File: src/cscr_regs.svh
// Bit positions, reset values and masks of the status and configuration registers.
`ifndef CSCR_REGS_SVH
`define CSCR_REGS_SVH
`define CSCR_PS_CARRY      0
`define CSCR_PS_TRACE      1
`define CSCR_PS_LOW        2
`define CSCR_PS_USER       3
`define CSCR_PS_FLAG       5
`define CSCR_PS_ZERO       6
`define CSCR_PS_NEG        7
`define CSCR_PS_LOCAL_IE   9
`define CSCR_PS_TRACE_PEND 10
`define CSCR_PS_GLOBAL_IE  11
`define CSCR_PS_MASK       16'h0eef
`define CSCR_PS_RESET      16'h0200
`define CSCR_CF_DC_EN      2
`define CSCR_CF_DC_LOCK    3
`define CSCR_CF_IC_EN      4
`define CSCR_CF_IC_LOCK    5
`define CSCR_CF_WIDE       8
`define CSCR_CF_SHORT      9
`define CSCR_CF_MASK       16'h033c
`define CSCR_CF_RESET      16'h0000
`endif

File: src/cscr_pkg.sv
// Types shared by the status and configuration register logic.
package cscr_pkg;
  typedef logic [15:0] cscr_word_t;
  typedef enum logic [1:0]
  {
    CSCR_ALU_NONE = 2'b00,
    CSCR_ALU_ADD  = 2'b01,
    CSCR_ALU_SUB  = 2'b10,
    CSCR_ALU_CMP  = 2'b11
  } cscr_alu_t;
  typedef struct packed
  {
    cscr_word_t status;
    cscr_word_t config_bits;
    logic       saved_valid;
    cscr_word_t saved;
    cscr_word_t gp_two;
    logic       user_mode_output;
    logic       trace_trap;
    logic       irq_take;
    logic       nmi_take;
    logic       lpr_refused;
    logic [1:0] stack_sel;
    cscr_word_t status_rd;
    cscr_word_t config_rd;
    logic       usp_access_ok;
    logic       dc_use;
    logic       ic_use;
    logic       dc_lock_fill;
    logic       ic_lock_fill;
    logic       wide_entries;
    logic       short_pairing;
  } cscr_state_t;
endpackage

File: src/cscr_core_status_config_regs.sv
// Processor status and configuration registers of the core.
`timescale 1ns/1ps
`default_nettype none
`include "cscr_regs.svh"

// How it works
// Status is 16 bits: I11 P10 E9 N7 Z6 F5 U3 L2 T1 C0.
// Reset clears status bits 0..11 but sets local interrupt enable.
// Status from before reset is copied into general register two.
// Status bits 4 and 8 read zero; bits 12 to 15 reserved.
// Status bits hold unless an instruction affects them.
// Add or subtract sets carry on carry or borrow, else clears.
// Trace enable traps after each instruction; traps, interrupts clear it. Code traps after every second traced instruction.
// With a debug module present, trace bits make no trace trap.
// Compare sets low when destination below source, unsigned.
// Compare sets negative when destination below source, signed.
// Compare sets zero when operands equal, else clears.
// Only jump-to-user sets user bit; any exception clears it. Code also sets it by status load or restore.
// User bit selects user stack pointer and drives a core output.
// Load-processor-register refused in user mode; user stack pointer supervisor only.
// Flag shows add or subtract overflow and bit test, set, clear.
// Maskable interrupts need both enables; non-maskable always taken.
// Enable and disable instructions set and clear only local enable.
// Trace pending allows at most one trace trap per instruction.
// Global enable written by load; cleared on reset, interrupt, debug trap.
// Configuration bits 9,8,5,4,3,2 as named; all clear on reset.
// Caches usable only when enabled; lock keeps fresh lines.
// Wide dispatch selects 32-bit table entries, else 16-bit.
// Short pairing uses low halves of registers twelve to fourteen.
// Reserved bit writes ignored and read back zero.
module cscr_core_status_config_regs
(
  input  wire logic              ref_clk,
  input  wire logic              rst_n,
  input  wire logic              instr_done,
  input  wire cscr_pkg::cscr_alu_t alu_op,
  input  wire logic [15:0]       op_dest,
  input  wire logic [15:0]       op_src,
  input  wire logic              carry_in_use,
  input  wire logic              bit_op,
  input  wire logic              bit_result,
  input  wire logic              irq_enable_instr,
  input  wire logic              irq_disable_instr,
  input  wire logic              jump_user_instr,
  input  wire logic              load_proc_reg_instr,
  input  wire logic              lpr_sel_status,
  input  wire logic              lpr_sel_config,
  input  wire logic              lpr_sel_usp,
  input  wire logic [15:0]       lpr_data,
  input  wire logic              restore_status,
  input  wire logic [15:0]       restore_data,
  input  wire logic              trap_taken,
  input  wire logic              irq_taken,
  input  wire logic              debug_trap,
  input  wire logic              debug_present,
  input  wire logic              irq_req,
  input  wire logic              nmi_req,
  output logic [15:0]            status_out,
  output logic [15:0]            config_out,
  output logic [15:0]            gp_two_out,
  output logic                   gp_two_load,
  output logic                   user_mode_output,
  output logic                   stack_is_user,
  output logic                   trace_trap,
  output logic                   irq_accept,
  output logic                   nmi_accept,
  output logic                   lpr_refused,
  output logic                   usp_access_ok,
  output logic                   data_cache_use,
  output logic                   instr_cache_use,
  output logic                   data_cache_lock_fill,
  output logic                   instr_cache_lock_fill,
  output logic                   wide_dispatch_entries,
  output logic                   short_pairing
);
  import cscr_pkg::*;

  cscr_state_t state_reg;
  cscr_state_t state_next;

  // Carry of a 16-bit add or borrow of a subtract, with optional carry in.
  function automatic logic [16:0] arith(input logic sub, input logic [15:0] d,
                                        input logic [15:0] s, input logic ci);
    logic [16:0] r;
    r = 17'h00000;
    if (sub)
    begin
      r = {1'b0, d} - {1'b0, s} - {16'h0000, ci};
    end
    else
    begin
      r = {1'b0, d} + {1'b0, s} + {16'h0000, ci};
    end
    return r;
  endfunction

  logic [16:0] sum;
  logic        ovf;
  logic        exc;
  logic        user_now;
  logic        copy_pend_reg;

  always_comb
  begin
    state_next = state_reg;
    sum = arith(alu_op == CSCR_ALU_SUB, op_dest, op_src,
                carry_in_use & state_reg.status[`CSCR_PS_CARRY]);
    ovf = 1'b0;
    if (alu_op == CSCR_ALU_ADD)
    begin
      ovf = (op_dest[15] == op_src[15]) && (sum[15] != op_dest[15]);
    end
    else if (alu_op == CSCR_ALU_SUB)
    begin
      ovf = (op_dest[15] != op_src[15]) && (sum[15] != op_dest[15]);
    end
    exc = trap_taken | irq_taken | debug_trap;
    user_now = state_reg.status[`CSCR_PS_USER];
    // Only gp_two_load, lpr_refused and trace_trap are one-cycle pulses; gp_two_load fires once after reset.
    // The load pulse rises with the copied word, so a consumer never
    // latches a stale value.
    state_next.saved_valid = copy_pend_reg;
    state_next.lpr_refused = 1'b0;
    state_next.trace_trap = 1'b0;
    if (copy_pend_reg)
    begin
      state_next.gp_two = state_reg.saved;
    end
    if (instr_done)
    begin
      case (alu_op)
        CSCR_ALU_ADD, CSCR_ALU_SUB:
        begin
          state_next.status[`CSCR_PS_CARRY] = sum[16];
          state_next.status[`CSCR_PS_FLAG] = ovf;
        end
        CSCR_ALU_CMP:
        begin
          state_next.status[`CSCR_PS_LOW] = op_dest < op_src;
          state_next.status[`CSCR_PS_NEG] =
            $signed(op_dest) < $signed(op_src);
          state_next.status[`CSCR_PS_ZERO] = op_dest == op_src;
        end
        default:
        begin
          state_next.status = state_next.status;
        end
      endcase
      if (bit_op)
      begin
        state_next.status[`CSCR_PS_FLAG] = bit_result;
      end
      if (irq_enable_instr)
      begin
        state_next.status[`CSCR_PS_LOCAL_IE] = 1'b1;
      end
      else if (irq_disable_instr)
      begin
        state_next.status[`CSCR_PS_LOCAL_IE] = 1'b0;
      end
      if (jump_user_instr)
      begin
        state_next.status[`CSCR_PS_USER] = 1'b1;
      end
      if (load_proc_reg_instr && user_now)
      begin
        state_next.lpr_refused = 1'b1;
      end
      else if (load_proc_reg_instr && lpr_sel_status)
      begin
        state_next.status = lpr_data & `CSCR_PS_MASK;
      end
      else if (load_proc_reg_instr && lpr_sel_config)
      begin
        state_next.config_bits = lpr_data & `CSCR_CF_MASK;
      end
      // A traced instruction sets the pending bit; the next one raises the trap and clears it.
      if (!debug_present && state_reg.status[`CSCR_PS_TRACE])
      begin
        if (!state_reg.status[`CSCR_PS_TRACE_PEND])
        begin
          state_next.status[`CSCR_PS_TRACE_PEND] = 1'b1;
        end
        else
        begin
          state_next.trace_trap = 1'b1;
          state_next.status[`CSCR_PS_TRACE_PEND] = 1'b0;
        end
      end
    end
    if (restore_status)
    begin
      state_next.status = restore_data & `CSCR_PS_MASK;
    end
    // Exception entry wins over instruction updates in the same cycle.
    if (exc)
    begin
      state_next.status[`CSCR_PS_TRACE] = 1'b0;
      state_next.status[`CSCR_PS_TRACE_PEND] = 1'b0;
      state_next.status[`CSCR_PS_USER] = 1'b0;
    end
    if (irq_taken || debug_trap)
    begin
      state_next.status[`CSCR_PS_GLOBAL_IE] = 1'b0;
    end
    state_next.status = state_next.status & `CSCR_PS_MASK;
    state_next.config_bits = state_next.config_bits & `CSCR_CF_MASK;
    state_next.irq_take = irq_req &&
      state_next.status[`CSCR_PS_LOCAL_IE] &&
      state_next.status[`CSCR_PS_GLOBAL_IE];
    state_next.nmi_take = nmi_req;
    state_next.user_mode_output = state_next.status[`CSCR_PS_USER];
    state_next.stack_sel = {1'b0, state_next.status[`CSCR_PS_USER]};
    state_next.usp_access_ok = !state_next.status[`CSCR_PS_USER];
    state_next.status_rd = state_next.status;
    state_next.config_rd = state_next.config_bits;
    state_next.dc_use = state_next.config_bits[`CSCR_CF_DC_EN];
    state_next.ic_use = state_next.config_bits[`CSCR_CF_IC_EN];
    state_next.dc_lock_fill = state_next.config_bits[`CSCR_CF_DC_EN] &&
      state_next.config_bits[`CSCR_CF_DC_LOCK];
    state_next.ic_lock_fill = state_next.config_bits[`CSCR_CF_IC_EN] &&
      state_next.config_bits[`CSCR_CF_IC_LOCK];
    state_next.wide_entries = state_next.config_bits[`CSCR_CF_WIDE];
    state_next.short_pairing =
      state_next.config_bits[`CSCR_CF_SHORT];
  end

  // The pre-reset status lives in a register outside the reset net, so it
  // survives the reset and is handed to general register two afterwards.
  cscr_word_t keep_reg;
  logic       rst_seen_reg;

  always_ff @(posedge ref_clk)
  begin
    if (rst_n)
    begin
      keep_reg <= state_reg.status;
    end
  end

  always_ff @(posedge ref_clk or negedge rst_n)
  begin
    if (!rst_n)
    begin
      state_reg <= '0;
      state_reg.status <= `CSCR_PS_RESET;
      state_reg.config_bits <= `CSCR_CF_RESET;
      state_reg.status_rd <= `CSCR_PS_RESET;
      state_reg.usp_access_ok <= 1'b1;
      rst_seen_reg <= 1'b1;
      copy_pend_reg <= 1'b0;
    end
    else
    begin
      state_reg <= state_next;
      rst_seen_reg <= 1'b0;
      copy_pend_reg <= rst_seen_reg;
      if (rst_seen_reg)
      begin
        state_reg.saved <= keep_reg;
      end
    end
  end

  assign status_out            = state_reg.status_rd;
  assign config_out            = state_reg.config_rd;
  assign gp_two_out            = state_reg.gp_two;
  assign gp_two_load           = state_reg.saved_valid;
  assign user_mode_output      = state_reg.user_mode_output;
  assign stack_is_user         = state_reg.stack_sel[0];
  assign trace_trap            = state_reg.trace_trap;
  assign irq_accept            = state_reg.irq_take;
  assign nmi_accept            = state_reg.nmi_take;
  assign lpr_refused           = state_reg.lpr_refused;
  assign usp_access_ok         = state_reg.usp_access_ok;
  assign data_cache_use        = state_reg.dc_use;
  assign instr_cache_use       = state_reg.ic_use;
  assign data_cache_lock_fill  = state_reg.dc_lock_fill;
  assign instr_cache_lock_fill = state_reg.ic_lock_fill;
  assign wide_dispatch_entries = state_reg.wide_entries;
  assign short_pairing         = state_reg.short_pairing;
endmodule
`default_nettype wire

File: config.mk
export PLATFORM = sky130hd
export DESIGN_NAME = cscr_core_status_config_regs
export DESIGN_NICKNAME = d
export VERILOG_FILES = /design/src/cscr_pkg.sv /design/src/cscr_core_status_config_regs.sv
export VERILOG_INCLUDE_DIRS = /design/src
export SDC_FILE = /design/constraint.sdc
export NUM_CORES = 1
export LEC_CHECK = 0
export BUFFER_PORTS_ARGS = -buffer_cell sky130_fd_sc_hd__buf_2
export CAP_MARGIN = 10
export CORE_MARGIN = 8
export CORE_UTILIZATION = 33
export CTS_CLUSTER_DIAMETER = 40
export DETAILED_ROUTE_END_ITERATION = 7
export PLACE_DENSITY_LB_ADDON = 0.1
export SYNTH_ARGS = -nofsm -noshare
export SYNTH_HDL_FRONTEND = slang
export SYNTH_SLANG_ARGS = --single-unit
File: constraint.sdc
create_clock -name ref_clk -period 3.1 [get_ports ref_clk]
set_input_delay 0.62 -clock ref_clk [delete_from_list [all_inputs] [get_ports ref_clk]]
set_output_delay 0.62 -clock ref_clk [all_outputs]
set_load 0.05 [all_outputs]
After elaboration in Yosys (flattened, before gate mapping)
Cells that the tools add are included.
W data, S select, Z words.

storage, ports and cells
  register bits = 61
  bits of input ports = 86
  output and inout port bits = 62

cells by class
  add/subtract/negate cells = 4
  $lt $le $gt $ge = 2
  equality and inequality tests = 9
  muxes and demuxes = 28
  bitwise gates (word level) = 3
  reductions and logical operators = 20

operators with widths
  cell                  count
  $mux W28              2
  $lt A16 B16 Y1        2
  $mux W12              2
  $mux W1               20
  $mux W10              2
  $add A16 B16 Y17      1
  $add A17 B1 Y17       1
  $mux W17              1
  $sub A16 B16 Y17      1
  $sub A17 B1 Y17       1
  $eq A16 B16 Y1        1
  $logic_and A1 B1 Y1   10
  $reduce_and A3 Y1     2
  $reduce_bool A3 Y1    2
  $eq A2 B2 Y1 const B  2
  $ne A4 B3 Y1 const B  1
  $reduce_bool A4 Y1    1
  $ne A3 B3 Y1 const B  1
  $eq A2 B1 Y1 const B  1
  $logic_not A1 Y1      2
  $mux W2               1
  $ne A1 B1 Y1          2
  $or A1 B1 Y1          2
  $reduce_bool A2 Y1    1
  other kinds (4)       4

Depth between registers and ports, before layout
Gate-level depths: netlist of the first run.

  word-level depth = 16
  gate-level depth with buffers = 11

Worst setup path after synthesis of the first run
No wires, ideal clock.

  path type = in2reg
  from = in op_dest[13]
  to = reg state_reg (netlist bit status_out[5])
  arrival time = 2,596 ps
  slack = 440 ps
  stages on the path = 10
  buffers on the path = 0
  cell sequence = inv_1 -> ha_1 -> inv_1 -> ha_1 -> a21o_1 -> a2111oi_2 -> mux2i_1 -> nand4_1 -> mux2_4 -> nand2_2

on the way
  word-level cells in the longest chain between the ends = 13
  elaborated cells between the ends (all ways) = 16
  those cells by class = 4 x add/sub; 1 x eq/ne; 9 x mux; 2 x reduce/logical

ends and longest elaborated chain
  what                                                         RTL line                                                                  RTL
  start, declared                                              cscr_core_status_config_regs.sv:37                                        input wire logic [15:0] op_dest,
  $add A16 B16 Y17 / $sub A16 B16 Y17 (equally long branches)  cscr_core_status_config_regs.sv:92, cscr_core_status_config_regs.sv:88
  $add A17 B1 Y17 / $sub A17 B1 Y17 (equally long branches)    cscr_core_status_config_regs.sv:92, cscr_core_status_config_regs.sv:88
  $mux W17 *                                                   cscr_core_status_config_regs.sv:86                                        if (sub)
  $ne A1 B1 Y1 *                                               cscr_core_status_config_regs.sv:111, cscr_core_status_config_regs.sv:115
  $logic_and A1 B1 Y1                                          cscr_core_status_config_regs.sv:115                                       ovf = (op_dest[15] != op_src[15]) && (sum[15] != op_dest[15]);
  $mux W1                                                      cscr_core_status_config_regs.sv:113                                       else if (alu_op == CSCR_ALU_SUB)
  $mux W1 *                                                    cscr_core_status_config_regs.sv:109                                       if (alu_op == CSCR_ALU_ADD)
  $mux W1 *                                                    cscr_core_status_config_regs.sv:131                                       case (alu_op)
  $mux W1 *                                                    cscr_core_status_config_regs.sv:149                                       if (bit_op)
  $mux W12                                                     cscr_core_status_config_regs.sv:169                                       else if (load_proc_reg_instr && lpr_sel_status)
  $mux W28 *                                                   cscr_core_status_config_regs.sv:165                                       if (load_proc_reg_instr && user_now)
  $mux W28 *                                                   cscr_core_status_config_regs.sv:129                                       if (instr_done)
  $mux W12 *                                                   cscr_core_status_config_regs.sv:191                                       if (restore_status)
  end signal, assigned                                         cscr_core_status_config_regs.sv:255                                       state_reg <= state_next;
  end, declared                                                cscr_core_status_config_regs.sv:78                                        cscr_state_t state_reg;

Every way passes the cells marked *; elsewhere a longest branch is shown, timed or not. The select of a mux whose other input is x is not followed.
A chain may end at the register's enable or synchronous reset.

Worst setup path after layout of the first run
Ends and elaborated chain as after synthesis.

==> impl_metrics.toml, run 1 <==
[status]
status = "finished, final reports clean"

[die]
die_w_um = 128
core_um2 = 12400
start_util_pct = 33.3
die_h_um = 128
io_pins = 148
die_area_um2 = 16400
num_rows = 41

[synth]
synth_cell_types = 61
synth-simple-area-share_pct = 13.6
synth_top_area_share_pct = 26.0
yosysTopAreaCell = "dfrtp_1"
synth-adder-area-share_pct = 19.3
synth_mux_area_share_pct = 7.92
ys.flop_type = "dfrtp_1"
synth_top_family_by_area = "adder cells"
synth_edf_count = 10
synth-compound-area-share_pct = 12.0
yosysSeqAreaShare_pct = 35.2
synthArstFlopShare_pct = 82.1
synth_xor_area_share_pct = 0
syn_area_um2 = 4140
ys_seq_elements = 56
ys_warn_count = 0
synth_area_leaders = "dfrtp_1 26%, ha_1 19%, edfxtp_1 7.3%"
synth.avg_cell_area_um2 = 9.65
synthesis.instances = 429

[clock_network]
htreeDepth = 2
postCtsHoldBufs = 0
clockBufferDepth = 2
postCtsSetupBuffers = 0
cts_inserted_buffers = 5
clock-sinks = 56
clkLatencyLatePin_ns = 0.29
cts-root-buf = "clkbuf_16"
clkSlewWorstSetupHoldPaths_ns = 0.07
tritoncts = "done"
cts_resized = 0

[placed_design]
gp_congestion = 0.735
hpwl_mm = 8.68
io_buffers = 114
dpl_cell_area_um2 = 4800
dp_slack_ns = 0.113

[critical_path]
critPathKind = "primary input to register"
cp.arrival_ns = 2.90
cp-end-kind = "register"
cp_max_fo = 4
cp.required_ns = 3.33
r2r_cells = 11
worst_setup_path_start_kind = "primary input"

[finish]
layout_commonest_cell = "buf_2"
final_area_um2 = 4980
final_cell_mix = "114 x buf_2, 64 x inv_1, 64 x ha_1"
diodes = 0
nets = 690
layout-drive-gt1-share_pct = 30.9
area_growth_pct = 20.3

[global_routing]
grt_pass1_vias = 3325
grt.total_usage_pct = 12.4
grt-ovfl-total = 0
grt_pass1_wl_mm = 16.4
grt_max_degree = 32
antenna_found_initial = 0

[sta]
setup_viol = 0
finalClockSkew_ns = 0.00329
slew_headroom_pct = 54.0
final.min_clock_period_ns = 2.67
rsz0062_at_grt = "false"
fmax_ghz = 0.375
report.final.slew_viol_count = 0
period_share_pct = 86.1
worst_slack_ns = 0.432
hold_viol = 0
tightest_slew_ns = 0.690
tns_ns = 0

[drt]
route.detailed.drc = 0
wl_per_cell_um = 14.4
highest_layer = "met4"
vias_per_cell = 4.52
routed_wl_mm = 10.3
wl_met1_mm = 4.56
wl_met2_mm = 5.08
dr.pass1.iters = 4
antenna_left = 0
num_vias = 3220
routed-wl-met3_um = 539
drt_iter0_markers = 116

[power]
power_uw = 2390
ir_drop_mv = 0.218
power_density_nw_per_um2 = 479
leakagePower_uw = 0.00263

[min_path]
hold_path_class = "primary input to async pin"

[job]
cap_viol_max_count = 0
[synthesized netlist by cell type, drive strengths merged, types with 4 or more instances]
library cell / instances
edfxtp: 10
nand2: 22
clkbuf: 6
o21ai: 15
a21oi: 26
nor3: 10
o31ai: 4
nand4: 5
nor3b: 4
nand3: 9
and3: 6
and2: 5
nor2: 17
a211oi: 4
ha: 64
inv: 65
mux2: 27
nor2b: 5
a221oi: 4
nand2b: 4
dfrtp: 43
buf: 31
[worst max-delay path, stage by stage]
cell and delay [ns]:
buf_2 0.10, inv_1 0.04, ha_1 0.31, inv_1 0.09, ha_1 0.31, a21o_1 0.17, a2111oi_2 0.51, mux2i_1 0.29
nand4_1 0.11, mux2_4 0.29, nand2_2 0.05
[metrics by stage]
step | hold slack (ns) | utilization (%) | std cells
after floorplan | 0.324 | - | 451
after global placement | 0.457 | 38.6 | 705
after detailed placement | 0.463 | 38.6 | 705
after CTS | 0.396 | 40.1 | 713
after global routing | 0.417 | 40.1 | 713
final | 0.371 | 40.1 | 713
[layout make-up]
type | instances | area [um^2]
Fill cell | 1329 | 7430
Multi-Input combinational cell | 293 | 2270
Sequential cell | 56 | 1460
Timing Repair Buffer | 119 | 608
Inverter | 65 | 244
Tap cell | 172 | 215
Clock buffer | 7 | 154
Clock inverter | 1 | 30.0
[kinds of logic (layout without fill, tap and decap cells)]
group | count (synthesis) | in the layout
buffers and inverters | 102 | 192
AO/OA/AOI/OAI | 74 | 74
multiplexers | 29 | 29
AND/OR/NAND/NOR | 103 | 103
other | 1 | 23
flip-flops | 56 | 56
adder cells (fa/ha/maj) | 64 | 64
[worst paths after layout]
path	start	to	slack, ns
hold / removal	rst_n	gp_two_out[6]$_DFFE_PN0P_	0.37
hold reg to reg	keep_reg[1]$_DFFE_PP_	state_next[63]$_DFFE_PN0P_	0.47
max in group asynchronous	rst_n	usp_access_ok$_DFF_PN1_	2.00
setup reg to reg	status_out[0]$_DFFE_PN0P_	status_out[5]$_DFFE_PN0P_	0.48
min in group ref_clk	nmi_req	nmi_accept$_DFF_PN0_	0.44
setup / recovery	op_dest[13]	status_out[5]$_DFFE_PN0P_	0.43
[report_power, final]
part | internal, uW | switching (uW)
clock network | 431 | 247
registers | 836 | 49.0
logic | 254 | 571
total | 1520 | 866
[layer usage]
layer | GRT usage (%) | vias up
met2 | 21.8 | 82
met5 | 0 | -
met4 | 3.01 | 0
met3 | 2.25 | 8
met1 | 15.4 | 1491
li1 | - | 1639
Power figures use the tool's default switching activity.
==> run 2: changes to the inputs <==
RECOVER_POWER = 50   (was unset)
==> run 2 against run 1 <==
  * The flow now finishes with violations (max-capacitance violations, max-slew violations)
  * Hold slack better by 0.065 ns
  * Critical path depth stayed put
  * Utilization is 0.11 points lower
  * Cell count stayed put
  * Critical endpoint unchanged
  * Critical path type unchanged
==> impl_metrics.toml, run 2 (synthesis results as in run 1) <==
[clock_network]
tritoncts = "done"
cts_inserted_buffers = 5
postCtsSetupBuffers = 0
clkSlewWorstSetupHoldPaths_ns = 0.07
clockBufferDepth = 2
cts_resized = 0
clkLatencyLatePin_ns = 0.29
postCtsHoldBufs = 0
clock-sinks = 56
cts-root-buf = "clkbuf_16"
htreeDepth = 2

[critical_path]
cp-end-kind = "register"
worst_setup_path_start_kind = "primary input"
cp.required_ns = 3.33
reg2reg_slack_ns = 0.48
r2r-start = "status_out[0]$_DFFE_PN0P_"
critPathKind = "primary input to register"
cp.arrival_ns = 2.90
worst_r2r_endpoint = "status_out[5]$_DFFE_PN0P_"
cp_max_fo = 4
r2r_cells = 11

[drt]
num_vias = 3209
wl_per_cell_um = 14.4
route.detailed.drc = 0
highest_layer = "met4"
antenna_left = 0
routed-wl-met3_um = 529
dr.pass1.iters = 4
drt_iter0_markers = 122
routed_wl_mm = 10.3
vias_per_cell = 4.50
wl_met2_mm = 5.08
wl_met1_mm = 4.55

[die]
start_util_pct = 33.3
die_h_um = 128
die_area_um2 = 16400
io_pins = 148
core_um2 = 12400
num_rows = 41
die_w_um = 128

[power]
ir_drop_mv = 0.218
power_density_nw_per_um2 = 480
leakagePower_uw = 0.00262

[sta]
report.final.slew_viol_count = 32
hold_viol = 0
fmax_ghz = 0.375
period_share_pct = 86.1
slew_headroom_pct = -10.1
tns_ns = 0
rsz0062_at_grt = "false"
setup_viol = 0
finalClockSkew_ns = 0.00331
final.min_clock_period_ns = 2.67
tightest_slew_ns = 1.65

[finish]
final_util_pct = 40.0
diodes = 0
finalNonFillerCells = 713
multi_input_area_um2 = 2270
nets = 690
fill_cells = 1335
layout_commonest_cell = "buf_2"
final_area_um2 = 4970
area_growth_pct = 20.0
layout-drive-gt1-share_pct = 29.6
seqCellArea_um2 = 1460
final_cell_mix = "112 x buf_2, 64 x inv_1, 64 x ha_1"

[global_routing]
grt.total_usage_pct = 12.4
grt_max_degree = 32
grt-ovfl-total = 0
antenna_found_initial = 0
grt_pass1_vias = 3325
grt_pass1_wl_mm = 16.4

[min_path]
worstHoldEndpoint = "nmi_accept$_DFF_PN0_"
min_from = "nmi_req"
hold_depth = 1
hold_path_class = "primary input to register"

[placed_design]
dp.cells = 705
hpwl_mm = 8.68
io_buffers = 114
dpl_cell_area_um2 = 4800
gp_congestion = 0.735

[status]
violations = "max-capacitance violations, max-slew violations"
status = "complete, but fails checks"

[job]
cap_viol_max_count = 1
[run 2: changes by cell type in the layout (fill, tap and decap cells not counted), sizes merged]
cell    delta
buf        -5
clkbuf     +5
[run 2: per-stage QoR]
step	setup WS (ns)	hold WS, ns	power (uW)
floorplan	0.440	0.324	1530
global placement	0.147	0.457	1720
detailed placement	0.113	0.463	1730
CTS	0.411	0.396	2420
global route	0.219	0.436	2510
finish	0.432	0.436	2380
[run 2: how the worst max path moves through the flow]
| stage | startpoint | end | slack [ns] |
|---|---|---|---|
| detailed placement | op_dest[13] | status_out[5]$_DFFE_PN0P_ | 0.11 |
| global route | op_dest[9] | status_out[5]$_DFFE_PN0P_ | 0.22 |
| finish | op_dest[13] | status_out[5]$_DFFE_PN0P_ | 0.43 |
| floorplan | op_dest[13] | status_out[5]$_DFFE_PN0P_ | 0.44 |
| global placement | op_dest[9] | status_out[5]$_DFFE_PN0P_ | 0.15 |
| CTS | op_dest[13] | status_out[5]$_DFFE_PN0P_ | 0.41 |
[run 2: report_power, final]
part           internal [uW]  switching, uW
sequential               835           49.1
clock                    431            247
combinational            252            570
[run 2: final cells by class]
type | count | share of cell area (%)
timing repair buffer | 119 | 12.0
clock inverter | 1 | 0.605
clock buffer | 7 | 3.10
multi-input combinational | 293 | 45.8
tap | 172 | 4.33
sequential | 56 | 29.3
inverter | 65 | 4.91
[run 2: worst max-delay path, cell delays in order]
cell       delay (ns)
buf_2            0.10
inv_1            0.04
ha_1             0.31
inv_1            0.09
ha_1             0.31
a21o_1           0.17
a2111oi_2        0.51
mux2i_1          0.29
nand4_1          0.11
mux2_4           0.29
nand2_2          0.05
[run 2: layer usage]
metal | GRT usage (%) | vias to the layer above
met1 | 15.4 | 1482
met5 | 0 | -
met3 | 2.25 | 8
li1 | - | 1637
met2 | 21.8 | 82
met4 | 3.01 | 0
